==> config.mk <==
export PLATFORM = sky130hd
export DESIGN_NAME = rfs_supervisor
export DESIGN_NICKNAME = d
export VERILOG_FILES = /design/src/inc/rfs_pkg.sv /design/src/logic/rfs_supervisor.sv
export SDC_FILE = /design/constraint.sdc
export NUM_CORES = 1
export LEC_CHECK = 0
export ABC_AREA = 1
export BUFFER_PORTS_ARGS = -buffer_cell sky130_fd_sc_hd__buf_2
export CELL_PAD_IN_SITES_DETAIL_PLACEMENT = 1
export CELL_PAD_IN_SITES_GLOBAL_PLACEMENT = 1
export CORE_ASPECT_RATIO = 1.2
export CORE_UTILIZATION = 43
export CTS_BUF_LIST = sky130_fd_sc_hd__clkbuf_2 sky130_fd_sc_hd__clkbuf_4 sky130_fd_sc_hd__clkbuf_8
export DETAILED_ROUTE_END_ITERATION = 10
export GPL_TIMING_DRIVEN = 0
export PLACE_DENSITY = 0.83
export SLEW_MARGIN = 15
export SYNTH_ARGS = -nofsm -noshare
export SYNTH_HDL_FRONTEND = slang
export SYNTH_SLANG_ARGS = --single-unit
export TNS_END_PERCENT = 30
==> constraint.sdc <==
create_clock -name clk -period 5.3 [get_ports clk]
set_clock_uncertainty 0.05 [all_clocks]
set_input_delay 0.265 -clock clk [delete_from_list [all_inputs] [get_ports clk]]
set_output_delay 0.265 -clock clk [all_outputs]
set_load 0.05 [all_outputs]
==> src/inc/rfs_pkg.sv <==
package rfs_pkg;

    // clock
    localparam int CLK_PERIOD_NS = 50;

    // detector filters, in their own units and in cycles
    localparam int OV_FILTER_NS = 1000;
    localparam int OV_FILTER_CYCLES = OV_FILTER_NS / CLK_PERIOD_NS;
    localparam int UV_FILTER_NS = 5000;
    localparam int UV_FILTER_CYCLES = UV_FILTER_NS / CLK_PERIOD_NS;
    localparam int OC_CYCLE_LIMIT = 8;

    // thresholds in millivolts
    localparam logic [12:0] OV_FIXED_MV = 13'h0834;
    localparam logic [12:0] OV_HYST_MV = 13'h0019;

    // reference ramp-down: 0.5 mV/us is one millivolt every 2000 ns
    localparam int RAMP_NS_PER_MV = 2000;
    localparam int RAMP_STEP_CYCLES = RAMP_NS_PER_MV / CLK_PERIOD_NS;

    // telemetry
    localparam logic [7:0] CMD_OUTPUT_CURRENT = 8'h8C;
    localparam logic [7:0] CMD_CURRENT_LIMIT = 8'hDD;
    localparam logic [15:0] TELEMETRY_MAX = 16'h00FF;
    localparam logic [15:0] TELEMETRY_RESET = 16'h0000;

    // strap bits
    localparam int STRAP_OV_LATCH_BIT = 0;
    localparam int STRAP_UVOC_LATCH_BIT = 1;

    typedef enum logic [3:0] {
        ST_OFF = 4'h0,
        ST_SOFT_START = 4'h1,
        ST_PG_DELAY = 4'h2,
        ST_RUN = 4'h3,
        ST_OV_RECOVER = 4'h4,
        ST_OV_RAMP = 4'h5,
        ST_OV_HOLD = 4'h6,
        ST_HICCUP = 4'h7,
        ST_LATCHED = 4'h8
    } rfs_state_type;

endpackage

==> src/logic/rfs_supervisor.sv <==
// Operation
// capture current limit once at enable
// limit code one amp per bit, saturating 255
// output current readable at 0x8C, max 00FFh
// above 255 A, code 255 means max load; a full-scale monitor code reads 254 instead
// mode strap picks recoverable or latching overvoltage
// overvoltage over 1us: power-good low, low-sides on
// recoverable overvoltage clears 25 mV below threshold
// recoverable soft-start uses fixed 2.1 V threshold
// latching overvoltage ramps reference down at 0.5mV/us
// low-sides toggle tracking ramp with 25 mV hysteresis
// reference at zero: low-sides held on
// latching soft-start threshold fixed 2.1 V until ramp
// latched overvoltage waits for supply or enable toggle
// overvoltage armed from soft-start, off when idle
// undervoltage over 5us: power-good low, outputs mid
// undervoltage goes hiccup or latch per strap
// undervoltage armed after power-good delay only
// per-phase cycle-by-cycle on-time truncation
// all phases limited over 8 cycles: fault
// overcurrent latch waits for toggle, hiccup retries
// overcurrent armed from soft-start, off when idle
// mid level releases both pull-up and pull-down
// hiccup interval is a clocked design parameter
`timescale 1ns/1ns
module rfs_supervisor #(
    parameter int PHASES = 6,
    parameter int HICCUP_CYCLES = 20000,
    parameter int PG_DELAY_CYCLES = 20000
) (
    // clock and reset
    input wire logic clk,
    input wire logic rst,
    // system control
    input wire logic enable,
    input wire logic five_volt_supply_good,
    input wire logic [1:0] fault_mode_strap,
    // soft-start handshake
    output logic soft_start_run,
    input wire logic soft_start_done,
    // voltage codes in millivolts
    input wire logic [11:0] sense_mv,
    input wire logic [11:0] target_ref_mv,
    input wire logic [11:0] overvoltage_offset,
    input wire logic [11:0] undervoltage_offset,
    output logic [11:0] reference_mv,
    // current sense
    input wire logic [9:0] current_limit_pin,
    input wire logic [9:0] current_monitor_pin,
    input wire logic [PHASES-1:0] phase_active,
    input wire logic [PHASES-1:0] phase_over_limit,
    input wire logic [PHASES-1:0] pwm_demand,
    input wire logic switch_cycle_tick,
    // switching outputs, oe low gives mid level
    output logic [PHASES-1:0] pwm_out,
    output logic [PHASES-1:0] pwm_oe,
    // status
    output logic power_good_output,
    // telemetry command port
    input wire logic read_strobe,
    input wire logic [7:0] read_cmd,
    output logic [15:0] read_data,
    output logic read_valid,
    output logic read_unsupported
);

    initial begin
        if (PHASES < 1 || PHASES > 12) begin
            $error("rfs_supervisor: PHASES out of range");
        end
        if (HICCUP_CYCLES < 1 || HICCUP_CYCLES >= (1 << 24)) begin
            $error("rfs_supervisor: HICCUP_CYCLES out of range");
        end
        if (PG_DELAY_CYCLES < 1 || PG_DELAY_CYCLES >= (1 << 24)) begin
            $error("rfs_supervisor: PG_DELAY_CYCLES out of range");
        end
    end

    rfs_pkg::rfs_state_type state;
    rfs_pkg::rfs_state_type next_state;

    logic ov_latch_mode;
    logic uvoc_latch_mode;
    logic ov_tripped_once;
    logic [23:0] wait_count;
    logic [7:0] ov_count;
    logic [7:0] uv_count;
    logic [3:0] oc_count;
    logic [5:0] ramp_div;
    logic [11:0] ramp_mv;
    logic ramp_low_on;
    logic [7:0] current_limit_reading;
    logic [7:0] output_current_reading;

    logic run_ok;
    logic ov_armed;
    logic uv_armed;
    logic oc_armed;
    logic [12:0] ref_ext;
    logic [12:0] ov_thresh;
    logic [12:0] ov_release;
    logic [12:0] uv_thresh;
    logic ov_above;
    logic ov_below_release;
    logic uv_below;
    logic ov_trip;
    logic uv_trip;
    logic oc_trip;
    logic all_limited;
    logic [17:0] iout_product;

    assign run_ok = enable && five_volt_supply_good;

    // ramp reference replaces the external one once ramping has begun
    assign reference_mv = (state == rfs_pkg::ST_OV_RAMP ||
                           state == rfs_pkg::ST_OV_HOLD) ?
                          ramp_mv : target_ref_mv;
    assign ref_ext = {1'b0, reference_mv};

    // fixed threshold during start-up, relative after a trip
    always_comb begin
        ov_thresh = ref_ext + {1'b0, overvoltage_offset};
        if ((state == rfs_pkg::ST_SOFT_START ||
             state == rfs_pkg::ST_PG_DELAY) &&
            !(ov_tripped_once && !ov_latch_mode)) begin
            ov_thresh = rfs_pkg::OV_FIXED_MV;
        end
    end

    assign ov_release = (ov_thresh > rfs_pkg::OV_HYST_MV) ?
                        ov_thresh - rfs_pkg::OV_HYST_MV : 13'h0000;
    assign uv_thresh = (ref_ext > {1'b0, undervoltage_offset}) ?
                       ref_ext - {1'b0, undervoltage_offset} : 13'h0000;
    assign ov_above = {1'b0, sense_mv} > ov_thresh;
    assign ov_below_release = {1'b0, sense_mv} < ov_release;
    assign uv_below = {1'b0, sense_mv} < uv_thresh;

    // detector windows
    assign ov_armed = state == rfs_pkg::ST_SOFT_START ||
                      state == rfs_pkg::ST_PG_DELAY ||
                      state == rfs_pkg::ST_RUN;
    assign uv_armed = state == rfs_pkg::ST_RUN;
    assign oc_armed = ov_armed;

    // "longer than" means strictly past the filter time
    assign ov_trip = ov_armed && ov_above &&
                     ov_count == 8'(rfs_pkg::OV_FILTER_CYCLES);
    assign uv_trip = uv_armed && uv_below &&
                     uv_count == 8'(rfs_pkg::UV_FILTER_CYCLES);
    assign all_limited = |phase_active &&
                         ((phase_over_limit & phase_active) ==
                          phase_active);
    assign oc_trip = oc_armed && switch_cycle_tick && all_limited &&
                     oc_count == 4'(rfs_pkg::OC_CYCLE_LIMIT);

    always_ff @(posedge clk) begin
        if (rst || !ov_armed || !ov_above) begin
            ov_count <= 8'h00;
        end else if (ov_count != 8'(rfs_pkg::OV_FILTER_CYCLES)) begin
            ov_count <= ov_count + 8'h01;
        end
    end

    always_ff @(posedge clk) begin
        if (rst || !uv_armed || !uv_below) begin
            uv_count <= 8'h00;
        end else if (uv_count != 8'(rfs_pkg::UV_FILTER_CYCLES)) begin
            uv_count <= uv_count + 8'h01;
        end
    end

    // counts consecutive switching cycles with every active phase limited
    always_ff @(posedge clk) begin
        if (rst || !oc_armed) begin
            oc_count <= 4'h0;
        end else if (switch_cycle_tick) begin
            if (!all_limited) begin
                oc_count <= 4'h0;
            end else if (oc_count != 4'(rfs_pkg::OC_CYCLE_LIMIT)) begin
                oc_count <= oc_count + 4'h1;
            end
        end
    end

    always_comb begin
        next_state = state;
        case (state)
            rfs_pkg::ST_OFF: begin
                if (run_ok) begin
                    next_state = rfs_pkg::ST_SOFT_START;
                end
            end
            rfs_pkg::ST_SOFT_START: begin
                if (soft_start_done) begin
                    next_state = rfs_pkg::ST_PG_DELAY;
                end
            end
            rfs_pkg::ST_PG_DELAY: begin
                if (wait_count == 24'(PG_DELAY_CYCLES - 1)) begin
                    next_state = rfs_pkg::ST_RUN;
                end
            end
            rfs_pkg::ST_OV_RECOVER: begin
                if (ov_below_release) begin
                    next_state = rfs_pkg::ST_RUN;
                end
            end
            rfs_pkg::ST_OV_RAMP: begin
                if (ramp_mv == 12'h000) begin
                    next_state = rfs_pkg::ST_OV_HOLD;
                end
            end
            rfs_pkg::ST_HICCUP: begin
                if (wait_count == 24'(HICCUP_CYCLES - 1)) begin
                    next_state = rfs_pkg::ST_SOFT_START;
                end
            end
            default: begin
            end
        endcase
        if (ov_trip) begin
            next_state = ov_latch_mode ? rfs_pkg::ST_OV_RAMP :
                         rfs_pkg::ST_OV_RECOVER;
        end else if (uv_trip || oc_trip) begin
            next_state = uvoc_latch_mode ? rfs_pkg::ST_LATCHED :
                         rfs_pkg::ST_HICCUP;
        end
        // latched states leave only through a supply or enable drop
        if (!run_ok) begin
            next_state = rfs_pkg::ST_OFF;
        end
    end

    always_ff @(posedge clk) begin
        if (rst) begin
            state <= rfs_pkg::ST_OFF;
        end else begin
            state <= next_state;
        end
    end

    // shared wait counter for power-good delay and hiccup idle
    always_ff @(posedge clk) begin
        if (rst || next_state != state) begin
            wait_count <= 24'h000000;
        end else if (state == rfs_pkg::ST_PG_DELAY ||
                     state == rfs_pkg::ST_HICCUP) begin
            wait_count <= wait_count + 24'h000001;
        end
    end

    // strap is sampled when leaving off, not on hiccup restarts, so a toggle can change the mode
    always_ff @(posedge clk) begin
        if (rst) begin
            ov_latch_mode <= 1'b0;
            uvoc_latch_mode <= 1'b0;
        end else if (state == rfs_pkg::ST_OFF && run_ok) begin
            ov_latch_mode <=
                fault_mode_strap[rfs_pkg::STRAP_OV_LATCH_BIT];
            uvoc_latch_mode <=
                fault_mode_strap[rfs_pkg::STRAP_UVOC_LATCH_BIT];
        end
    end

    always_ff @(posedge clk) begin
        if (rst || state == rfs_pkg::ST_OFF) begin
            ov_tripped_once <= 1'b0;
        end else if (ov_trip) begin
            ov_tripped_once <= 1'b1;
        end
    end

    // reference ramp-down, one millivolt per step interval
    always_ff @(posedge clk) begin
        if (rst) begin
            ramp_mv <= 12'h000;
            ramp_div <= 6'h00;
        end else if (ov_trip && ov_latch_mode) begin
            ramp_mv <= target_ref_mv;
            ramp_div <= 6'h00;
        end else if (state == rfs_pkg::ST_OV_RAMP && ramp_mv != 12'h000) begin
            if (ramp_div == 6'(rfs_pkg::RAMP_STEP_CYCLES - 1)) begin
                ramp_div <= 6'h00;
                ramp_mv <= ramp_mv - 12'h001;
            end else begin
                ramp_div <= ramp_div + 6'h01;
            end
        end
    end

    // low-sides on above threshold, released below it less hysteresis
    always_ff @(posedge clk) begin
        if (rst || state != rfs_pkg::ST_OV_RAMP) begin
            ramp_low_on <= 1'b1;
        end else if (ov_above) begin
            ramp_low_on <= 1'b1;
        end else if (ov_below_release) begin
            ramp_low_on <= 1'b0;
        end
    end

    // switching outputs; oe low is the mid level with both drivers off
    always_ff @(posedge clk) begin
        if (rst) begin
            pwm_out <= '0;
            pwm_oe <= '0;
        end else begin
            case (next_state)
                rfs_pkg::ST_SOFT_START, rfs_pkg::ST_PG_DELAY,
                rfs_pkg::ST_RUN: begin
                    pwm_out <= pwm_demand & ~phase_over_limit;
                    pwm_oe <= phase_active;
                end
                rfs_pkg::ST_OV_RECOVER, rfs_pkg::ST_OV_HOLD: begin
                    pwm_out <= '0;
                    pwm_oe <= '1;
                end
                rfs_pkg::ST_OV_RAMP: begin
                    pwm_out <= '0;
                    pwm_oe <= {PHASES{ramp_low_on}};
                end
                default: begin
                    pwm_out <= '0;
                    pwm_oe <= '0;
                end
            endcase
        end
    end

    always_ff @(posedge clk) begin
        if (rst) begin
            power_good_output <= 1'b0;
        end else begin
            power_good_output <= next_state == rfs_pkg::ST_RUN;
        end
    end

    assign soft_start_run = state == rfs_pkg::ST_SOFT_START;

    // current-limit code captured on the start-up edge only
    always_ff @(posedge clk) begin
        if (rst) begin
            current_limit_reading <= 8'h00;
        end else if (state == rfs_pkg::ST_OFF && run_ok) begin
            if (current_limit_pin > 10'(rfs_pkg::TELEMETRY_MAX)) begin
                current_limit_reading <= 8'hFF;
            end else begin
                current_limit_reading <= current_limit_pin[7:0];
            end
        end
    end

    // monitor code is a fraction of full scale; full scale is the limit
    assign iout_product = current_monitor_pin * current_limit_reading;

    always_ff @(posedge clk) begin
        if (rst) begin
            output_current_reading <= 8'h00;
        end else begin
            output_current_reading <= iout_product[17:10];
        end
    end

    always_ff @(posedge clk) begin
        if (rst) begin
            read_data <= rfs_pkg::TELEMETRY_RESET;
            read_valid <= 1'b0;
            read_unsupported <= 1'b0;
        end else begin
            read_valid <= read_strobe;
            read_unsupported <= 1'b0;
            if (!read_strobe) begin
                read_data <= read_data;
            end else if (read_cmd == rfs_pkg::CMD_OUTPUT_CURRENT) begin
                read_data <= {8'h00, output_current_reading};
            end else if (read_cmd == rfs_pkg::CMD_CURRENT_LIMIT) begin
                read_data <= {8'h00, current_limit_reading};
            end else begin
                read_data <= rfs_pkg::TELEMETRY_RESET;
                read_unsupported <= 1'b1;
            end
        end
    end

endmodule // rfs_supervisor

# ---- Word level (Yosys, flattened, before mapping)
# Index checks and enable logic that the tools add are counted.
# W data, S select, Z words.
dict set report word_totals {
  output_inout_bits 44
  elab_cells 139
  inputBits 103
  regBits 117
}
dict set report classes {
  muxes 26
  reduce_logical 46
  bitwise 5
  add_sub_neg 9
  multipliers 1
  n_lt_le_gt_ge 6
  eq_ne 27
}
# op n
set ops {}
lappend ops {{$mux W12} 4}
lappend ops {{$mux W4} 11}
lappend ops {{$mux W13} 3}
lappend ops {{$eq A4 B3 Y1 const B} 7}
lappend ops {{$lt A12 B13 Y1} 2}
lappend ops {{$add A24 B1 Y24 const B} 1}
lappend ops {{$eq A24 B15 Y1 const B} 1}
lappend ops {{$mux W8} 3}
lappend ops {{$pmux W4 S6} 1}
lappend ops {{$mul A10 B8 Y18} 1}
lappend ops {{$pmux W6 S3} 1}
lappend ops {{$add A8 B1 Y8 const B} 2}
lappend ops {{$eq A4 B2 Y1 const B} 4}
lappend ops {{$eq A8 B8 Y1 const B} 2}
lappend ops {{$logic_and A1 B1 Y1} 14}
lappend ops {{$add A12 B12 Y13} 1}
lappend ops {{$gt A12 B13 Y1} 1}
lappend ops {{$gt A13 B5 Y1 const B} 1}
lappend ops {{$sub A12 B12 Y13} 1}
lappend ops {{$sub A13 B5 Y13 const B} 1}
lappend ops {{$and A6 B6 Y6} 2}
lappend ops {{$gt A12 B12 Y1} 1}
lappend ops {{$logic_not A12 Y1} 1}
lappend ops {{$logic_or A1 B1 Y1} 12}
lappend ops {{other kinds (28)} 42}

# ---- Longest topological paths before layout
dict set report depth {
  depth_word 17
  mapped_depth 40
  mapped_depth_nobuf 38
}

# ---- Least setup slack after synthesis
# No wires, ideal clock.
dict set report synth_path {
  path_type {register -> register}
  startpoint {register state[1]}
  endpoint {register wait_count[10]}
  slack_ns -0.366
  n_path_buf 2
  setup_time_ns 0.062
  required_time_ns 5.188
  period_less_slack_ns 5.666
  arrival_ns 5.554
  stages_incl_launch_ff 31
  path_cell_list {dfxtp_1 > inv_2 > nand2_1 > nand2_2 > nand2_1 > clkbuf_1 > o21ai_0 > ha_1 > a21o_1 > a31oi_1 > inv_1 > a21oi_1 > o21bai_1 > or2_2 > nand3_1 > ha_1 > a21oi_1 > nand3b_1 > nand2_1 > nor2_1 > nand4_1 > nand2_1 > o21ai_0 > nor2_2 > inv_1 > a21oi_1 > nand3_1 > nor2_1 > nand2_2 > buf_6 > nor2_2}
}
dict set report synth_between {
  elab_chain_len 15
  elab_cells_between_ends 44
  cone_classes {add/sub: 3; order compare: 5; eq/ne: 8; mux: 13; reduce/logical: 15}
}
# element line_no
set synth_rtl {}
lappend synth_rtl {{start, declared} rfs_supervisor.sv:79} ;# rfs_pkg::rfs_state_type state;
lappend synth_rtl {{start signal, assigned} rfs_supervisor.sv:236} ;# state <= rfs_pkg::ST_OFF;
lappend synth_rtl {{start signal, assigned} rfs_supervisor.sv:238} ;# state <= next_state;
lappend synth_rtl {{$eq A4 B3 Y1, on equally long branches} {rfs_supervisor.sv:115, rfs_supervisor.sv:116}}
lappend synth_rtl {{$logic_or A1 B1 Y1 *} rfs_supervisor.sv:115} ;# assign reference_mv = (state == rfs_pkg::ST_OV_RAMP ||
lappend synth_rtl {{$mux W12 *} rfs_supervisor.sv:116} ;# state == rfs_pkg::ST_OV_HOLD) ?
lappend synth_rtl {{via reference_mv[3]} rfs_supervisor.sv:46} ;# output logic [11:0] reference_mv,
lappend synth_rtl {{$add A12 B12 Y13} rfs_supervisor.sv:122} ;# ov_thresh = ref_ext + {1'b0, overvoltage_offset};
lappend synth_rtl {{$mux W13} rfs_supervisor.sv:123} ;# if ((state == rfs_pkg::ST_SOFT_START ||
lappend synth_rtl {{$sub A13 B5 Y13 or $gt A13 B5 Y1 (tied branches)} {rfs_supervisor.sv:131, rfs_supervisor.sv:130}}
lappend synth_rtl {{$mux W13} rfs_supervisor.sv:130} ;# assign ov_release = (ov_thresh > rfs_pkg::OV_HYST_MV) ?
lappend synth_rtl {{$lt A12 B13 Y1} rfs_supervisor.sv:135} ;# assign ov_below_release = {1'b0, sense_mv} < ov_release;
lappend synth_rtl {{$mux W4} rfs_supervisor.sv:204} ;# if (ov_below_release) begin
lappend synth_rtl {{$pmux W4 S6} rfs_supervisor.sv:187} ;# case (state)
lappend synth_rtl {{$mux W4} rfs_supervisor.sv:224} ;# end else if (uv_trip || oc_trip) begin
lappend synth_rtl {{$mux W4 *} rfs_supervisor.sv:221} ;# if (ov_trip) begin
lappend synth_rtl {{$mux W4 *} rfs_supervisor.sv:229} ;# if (!run_ok) begin
lappend synth_rtl {{$ne A4 B4 Y1 *} rfs_supervisor.sv:244} ;# if (rst || next_state != state) begin
lappend synth_rtl {{$logic_or A1 B1 Y1 *} rfs_supervisor.sv:244}
lappend synth_rtl {{end signal, assigned} rfs_supervisor.sv:248} ;# wait_count <= wait_count + 24'h000001;
lappend synth_rtl {{end, declared} rfs_supervisor.sv:85} ;# logic [23:0] wait_count;
# The timed path passes the listed nets; every way through them passes the cells marked *.
# A chain may end at the register's enable or synchronous reset.

# ---- Worst setup path in the final report
dict set report layout_path {
  startpoint {register state[1]}
  endpoint {register pwm_oe[4]}
}
dict set report layout_between {
  elab_chain_len 16
  elab_cells_between_ends 50
  cone_classes {add/sub: 3; order compare: 5; eq/ne: 13; mux: 14; reduce/logical: 15}
}
# element line_no
set layout_rtl {}
lappend layout_rtl {{$eq A4 B3 Y1, on equally long branches} {rfs_supervisor.sv:115, rfs_supervisor.sv:187, rfs_supervisor.sv:116}}
lappend layout_rtl {{$logic_or A1 B1 Y1} rfs_supervisor.sv:115}
lappend layout_rtl {{$mux W12} rfs_supervisor.sv:116}
lappend layout_rtl {{$add A12 B12 Y13} rfs_supervisor.sv:122}
lappend layout_rtl {{$mux W13} rfs_supervisor.sv:123}
lappend layout_rtl {{$sub A13 B5 Y13 or $gt A13 B5 Y1 (tied branches)} {rfs_supervisor.sv:131, rfs_supervisor.sv:130}}
lappend layout_rtl {{$mux W13} rfs_supervisor.sv:130}
lappend layout_rtl {{$lt A12 B13 Y1} rfs_supervisor.sv:135}
lappend layout_rtl {{$mux W4} rfs_supervisor.sv:204}
lappend layout_rtl {{$pmux W4 S6} rfs_supervisor.sv:187}
lappend layout_rtl {{$mux W4} rfs_supervisor.sv:224}
lappend layout_rtl {{$mux W4 *} rfs_supervisor.sv:221}
lappend layout_rtl {{$mux W4 *} rfs_supervisor.sv:229}
lappend layout_rtl {{$eq A4 B2 Y1 (tied with other cells)} rfs_supervisor.sv:308} ;# case (next_state)
lappend layout_rtl {{$reduce_or A3 Y1 or $reduce_or A2 Y1 (tied branches)} rfs_supervisor.sv:308}
lappend layout_rtl {{$pmux W6 S3 *} rfs_supervisor.sv:308}
lappend layout_rtl {{end signal, assigned} rfs_supervisor.sv:312} ;# pwm_oe <= phase_active;
lappend layout_rtl {{end signal, assigned} rfs_supervisor.sv:320} ;# pwm_oe <= {PHASES{ramp_low_on}};
lappend layout_rtl {{end, declared} rfs_supervisor.sv:56} ;# output logic [PHASES-1:0] pwm_oe,
# Every way passes the cells marked *; elsewhere a longest branch is shown, timed or not.

==> key figures <==
CTS
  – CTS Buf Count: 9
  – Worst skew pair latency: 0.40 ns
  – Clock transition at path regs: 0.12 ns
  – H-tree depth: 3
  – Root buf cell: clkbuf_8
  – CTS tree: yes
  – Clock Path Buffers: 2
  – Clock sinks: 109

Worst setup path
  – Most used cell, CP: nand2_1
  – Reg2reg end: pwm_oe[4]
  – Crit Path Category: reg2reg
  – FF-to-FF Start: state[1]
  – R2R depth: 35
  – Worst EP arrival: around 5.3 ns
  – Critical path's slowest cell: dfxtp_4
  – R2R Setup Slk: around 0.31 ns
  – CP peak stage delay: between 0.3 and 0.4 ns
  – Required @ worst endpoint: 5.61 ns
  – Worst setup SP type: flip-flop
  – Crit Path Max Fanout: 7
  – CP endpoint kind: flip-flop

STA
  – Normalized max-slew margin: 41.9%
  – Slew @ Worst Pin: about 0.86 ns
  – Final setup fails: 0
  – Tcrit/Tclk final: approximately 94%
  – Minimum clock period: 4.99 ns
  – FMAX: between 200 and 250 MHz
  – Max Slew Vio Count: 0
  – Setup ws final: roughly 0.31 ns
  – Worst hold margin: roughly 0.027 ns
  – Final Hold Vio Count: 0

Run
  – Max-cap violation count: 0

Yosys
  – Sequential-to-total area share from yosys stat: between 20% and 30%
  – Area contributors post-synth: dfxtp_1 21%, ha_1 13%, nand2_1 13%, inv_1 9.6%, fa_1 9.6%
  – Top cells by count, synth: 344 x nand2_1, 262 x inv_1, 135 x nor2_1
  – Count leader, synth: nand2_1
  – Unique masters post-synth: 50
  – Main synth FF type: dfxtp_1
  – Top cell type's share of synthesized area: between 20% and 30%
  – EDFF count, synth: 0
  – Fraction of registers with async set/reset: 0%
  – Mapped Avg Cell Area: roughly 7 um^2
  – Synth Warn #: 0
  – Area leader, netlist: dfxtp_1
  – Yosys reg bits: ~110
  – Synth Instances: ~1500
  – Synthesized area: 0.0103 mm^2

Detailed routing
  – DRT iter0 DRCs: around 370
  – Routed Antenna Nets: 0
  – First-pass DRT Iterations: 5
  – Post-DR vias/cell: 5.20
  – DR DRC count: 0
  – WL per Instance: around 16 um
  – Wirelength, routed: roughly 32 mm
  – Routed vias: 10300

Worst hold path
  – Hold Crit Class: in2reg
  – Hold path start: pwm_demand[2]
  – Hold EP: pwm_out[2]
  – Hold-critical path depth: 3

Power
  – Sw frac: roughly two fifths
  – Peak VDD IR: roughly 0.11 mV
  – Pint: roughly 1.4 mW
  – Combinational group share of total power: 39.6%
  – Switching power: roughly 0.91 mW
  – Clock power share: about 23%
  – Leak: ~6.3 nW
  – Reg power frac: between 30% and 40%
  – Power Density: between 150 and 200 mW/mm^2

Global route
  – Number of global-route vias before repair: between 10000 and 15000
  – First-pass GRT wire length: approximately 50 mm
  – Initial antenna violation count: 1
  – Gr ovfl total: 0
  – Largest net degree at the start of global routing: 22
  – Gr usage total: ~26%

Floorplan
  – Die X: 143 um
  – Die Area: between 0.02 and 0.025 mm^2
  – Initial Util: between 40 and 50%
  – Core Region: roughly 0.023 mm^2
  – Row count: just over 60
  – IO Count: 147
  – Die height: between 150 and 200 um

Cells and area
  – Final net count: about 1900
  – Synth-to-Final Area Change: 19.4%
  – Post-route cell area: approximately 0.012 mm^2
  – Share of cells above drive strength 1: a little under 20%
  – Count of non-filler cells in the finished layout: about 2000
  – Final core utilization: 52.7%

Outcome
  – Status: finished, final reports clean

Place
  – Gpl congestion: about 0.88
  – Dpl cell area: ~0.011 mm^2
  – Placed Cells: between 1500 and 2000
  – Final HPWL DP: roughly 25 mm
  – Pre-CTS WS: -0.712 ns
  – Port bufs: 130
## critical path, delay by kind of cell (launching register included)
kind,cells,cell delay (ns)
flops,1,0.38
compound gates,4,0.64
buf+inv,7,0.75
fa+ha+maj,2,0.65
simple gates,22,2.45
## routing by layer
layer,routed length [um],global-route usage [%],vias up,share of wire [%]
met5,0,0,-,0
met4,991,9.26,0,3.1
met3,1050,3.20,65,3.3
met2,17400,50.7,219,55
met1,12400,27.4,4945,39
li1,-,-,5087,-
## power groups by stage
stage               sequential [mW]  clock (mW)  combinational, mW
global route                  0.855       0.563               1.02
floorplan                     0.885           0              0.577
finish                        0.853       0.521              0.901
detailed placement            0.868           0              0.831
global placement              0.868           0              0.798
CTS                           0.850       0.536              0.848
## repair_timing
item | 4_1_cts | 5_1_grt
setup endpoints to repair | 47 | 46
cloned | 0 | 3
buffers inserted | 1 | 13
resized for setup | 35 | 94
hold buffers | 4 | 0
hold endpoints to repair | 4 | 0
pin swaps | 1 | 23
## how the worst max path moves through the flow
stage | startpoint | end | cells after the start
after global placement | state[1] | pwm_out[0] | 37
after CTS | state[0] | wait_count[6] | 36
after detailed placement | state[1] | pwm_out[1] | 37
after floorplan | state[1] | wait_count[10] | 30
final | state[1] | pwm_oe[4] | 35
after global routing | state[1] | wait_count[21] | 38
## cell type report
class | instances | area (um^2)
buffer | 39 | 269
timing repair buffer | 151 | 851
inverter | 272 | 1020
clock inverter | 7 | 78.8
tap | 315 | 394
fill | 3093 | 11000
multi-input combinational | 1079 | 7320
antenna | 1 | 2.50
clock buffer | 9 | 124
sequential | 109 | 2190
## sequential cells by signal, indices dropped and copies added (netlist names)
register and cells:
state 4, output_current_reading 8, read_unsupported 1, read_data 8
uv_count 8, ramp_low_on 1, uvoc_latch_mode 1, pwm_out 6
ramp_mv 12, pwm_oe 6, ov_latch_mode 1, ov_count 8
read_valid 1, ramp_div 6, power_good_output 1, wait_count 24
current_limit_reading 8, oc_count 4, ov_tripped_once 1
## through the flow
| step | power (mW) | TNS [ns] |
|---|---|---|
| final | 2.28 | 0 |
| after global routing | 2.44 | -2.95 |
| after CTS | 2.23 | 0 |
| after global placement | 1.67 | -21.23 |
| after floorplan | 1.46 | 0 |
| after detailed placement | 1.70 | -21.91 |
## cells by family after synthesis
logic type / count (synthesis) / synth area share, %
compound gates: 164 / 9.53
xor+xnor: 45 / 3.84
other cells: 1 / 0.0365
flops: 109 / 21.3
mux: 1 / 0.0975
simple gates: 707 / 30.8
fa+ha+maj: 154 / 22.4
buf+inv: 313 / 12.1
## layout by cell type, fill, tap and decap left out, drive strengths merged, types with 3 or more instances in the layout
cell,count
o21ai,40
a31oi,11
a221o,5
dfxtp,109
conb,8
a221oi,9
a211oi,11
nand3b,7
dlygate4sd3,4
a21oi,66
xnor2,16
clkinv,8
nor3b,6
buf,162
nand2,357
nor4,10
nor2,163
ha,105
nor3,34
xor2,29
and3,3
o211ai,6
or2,12
a21o,4
nand3,87
clkbuf,33
nand4,26
inv,271
fa,49
(Power assumes the default switching activity.)
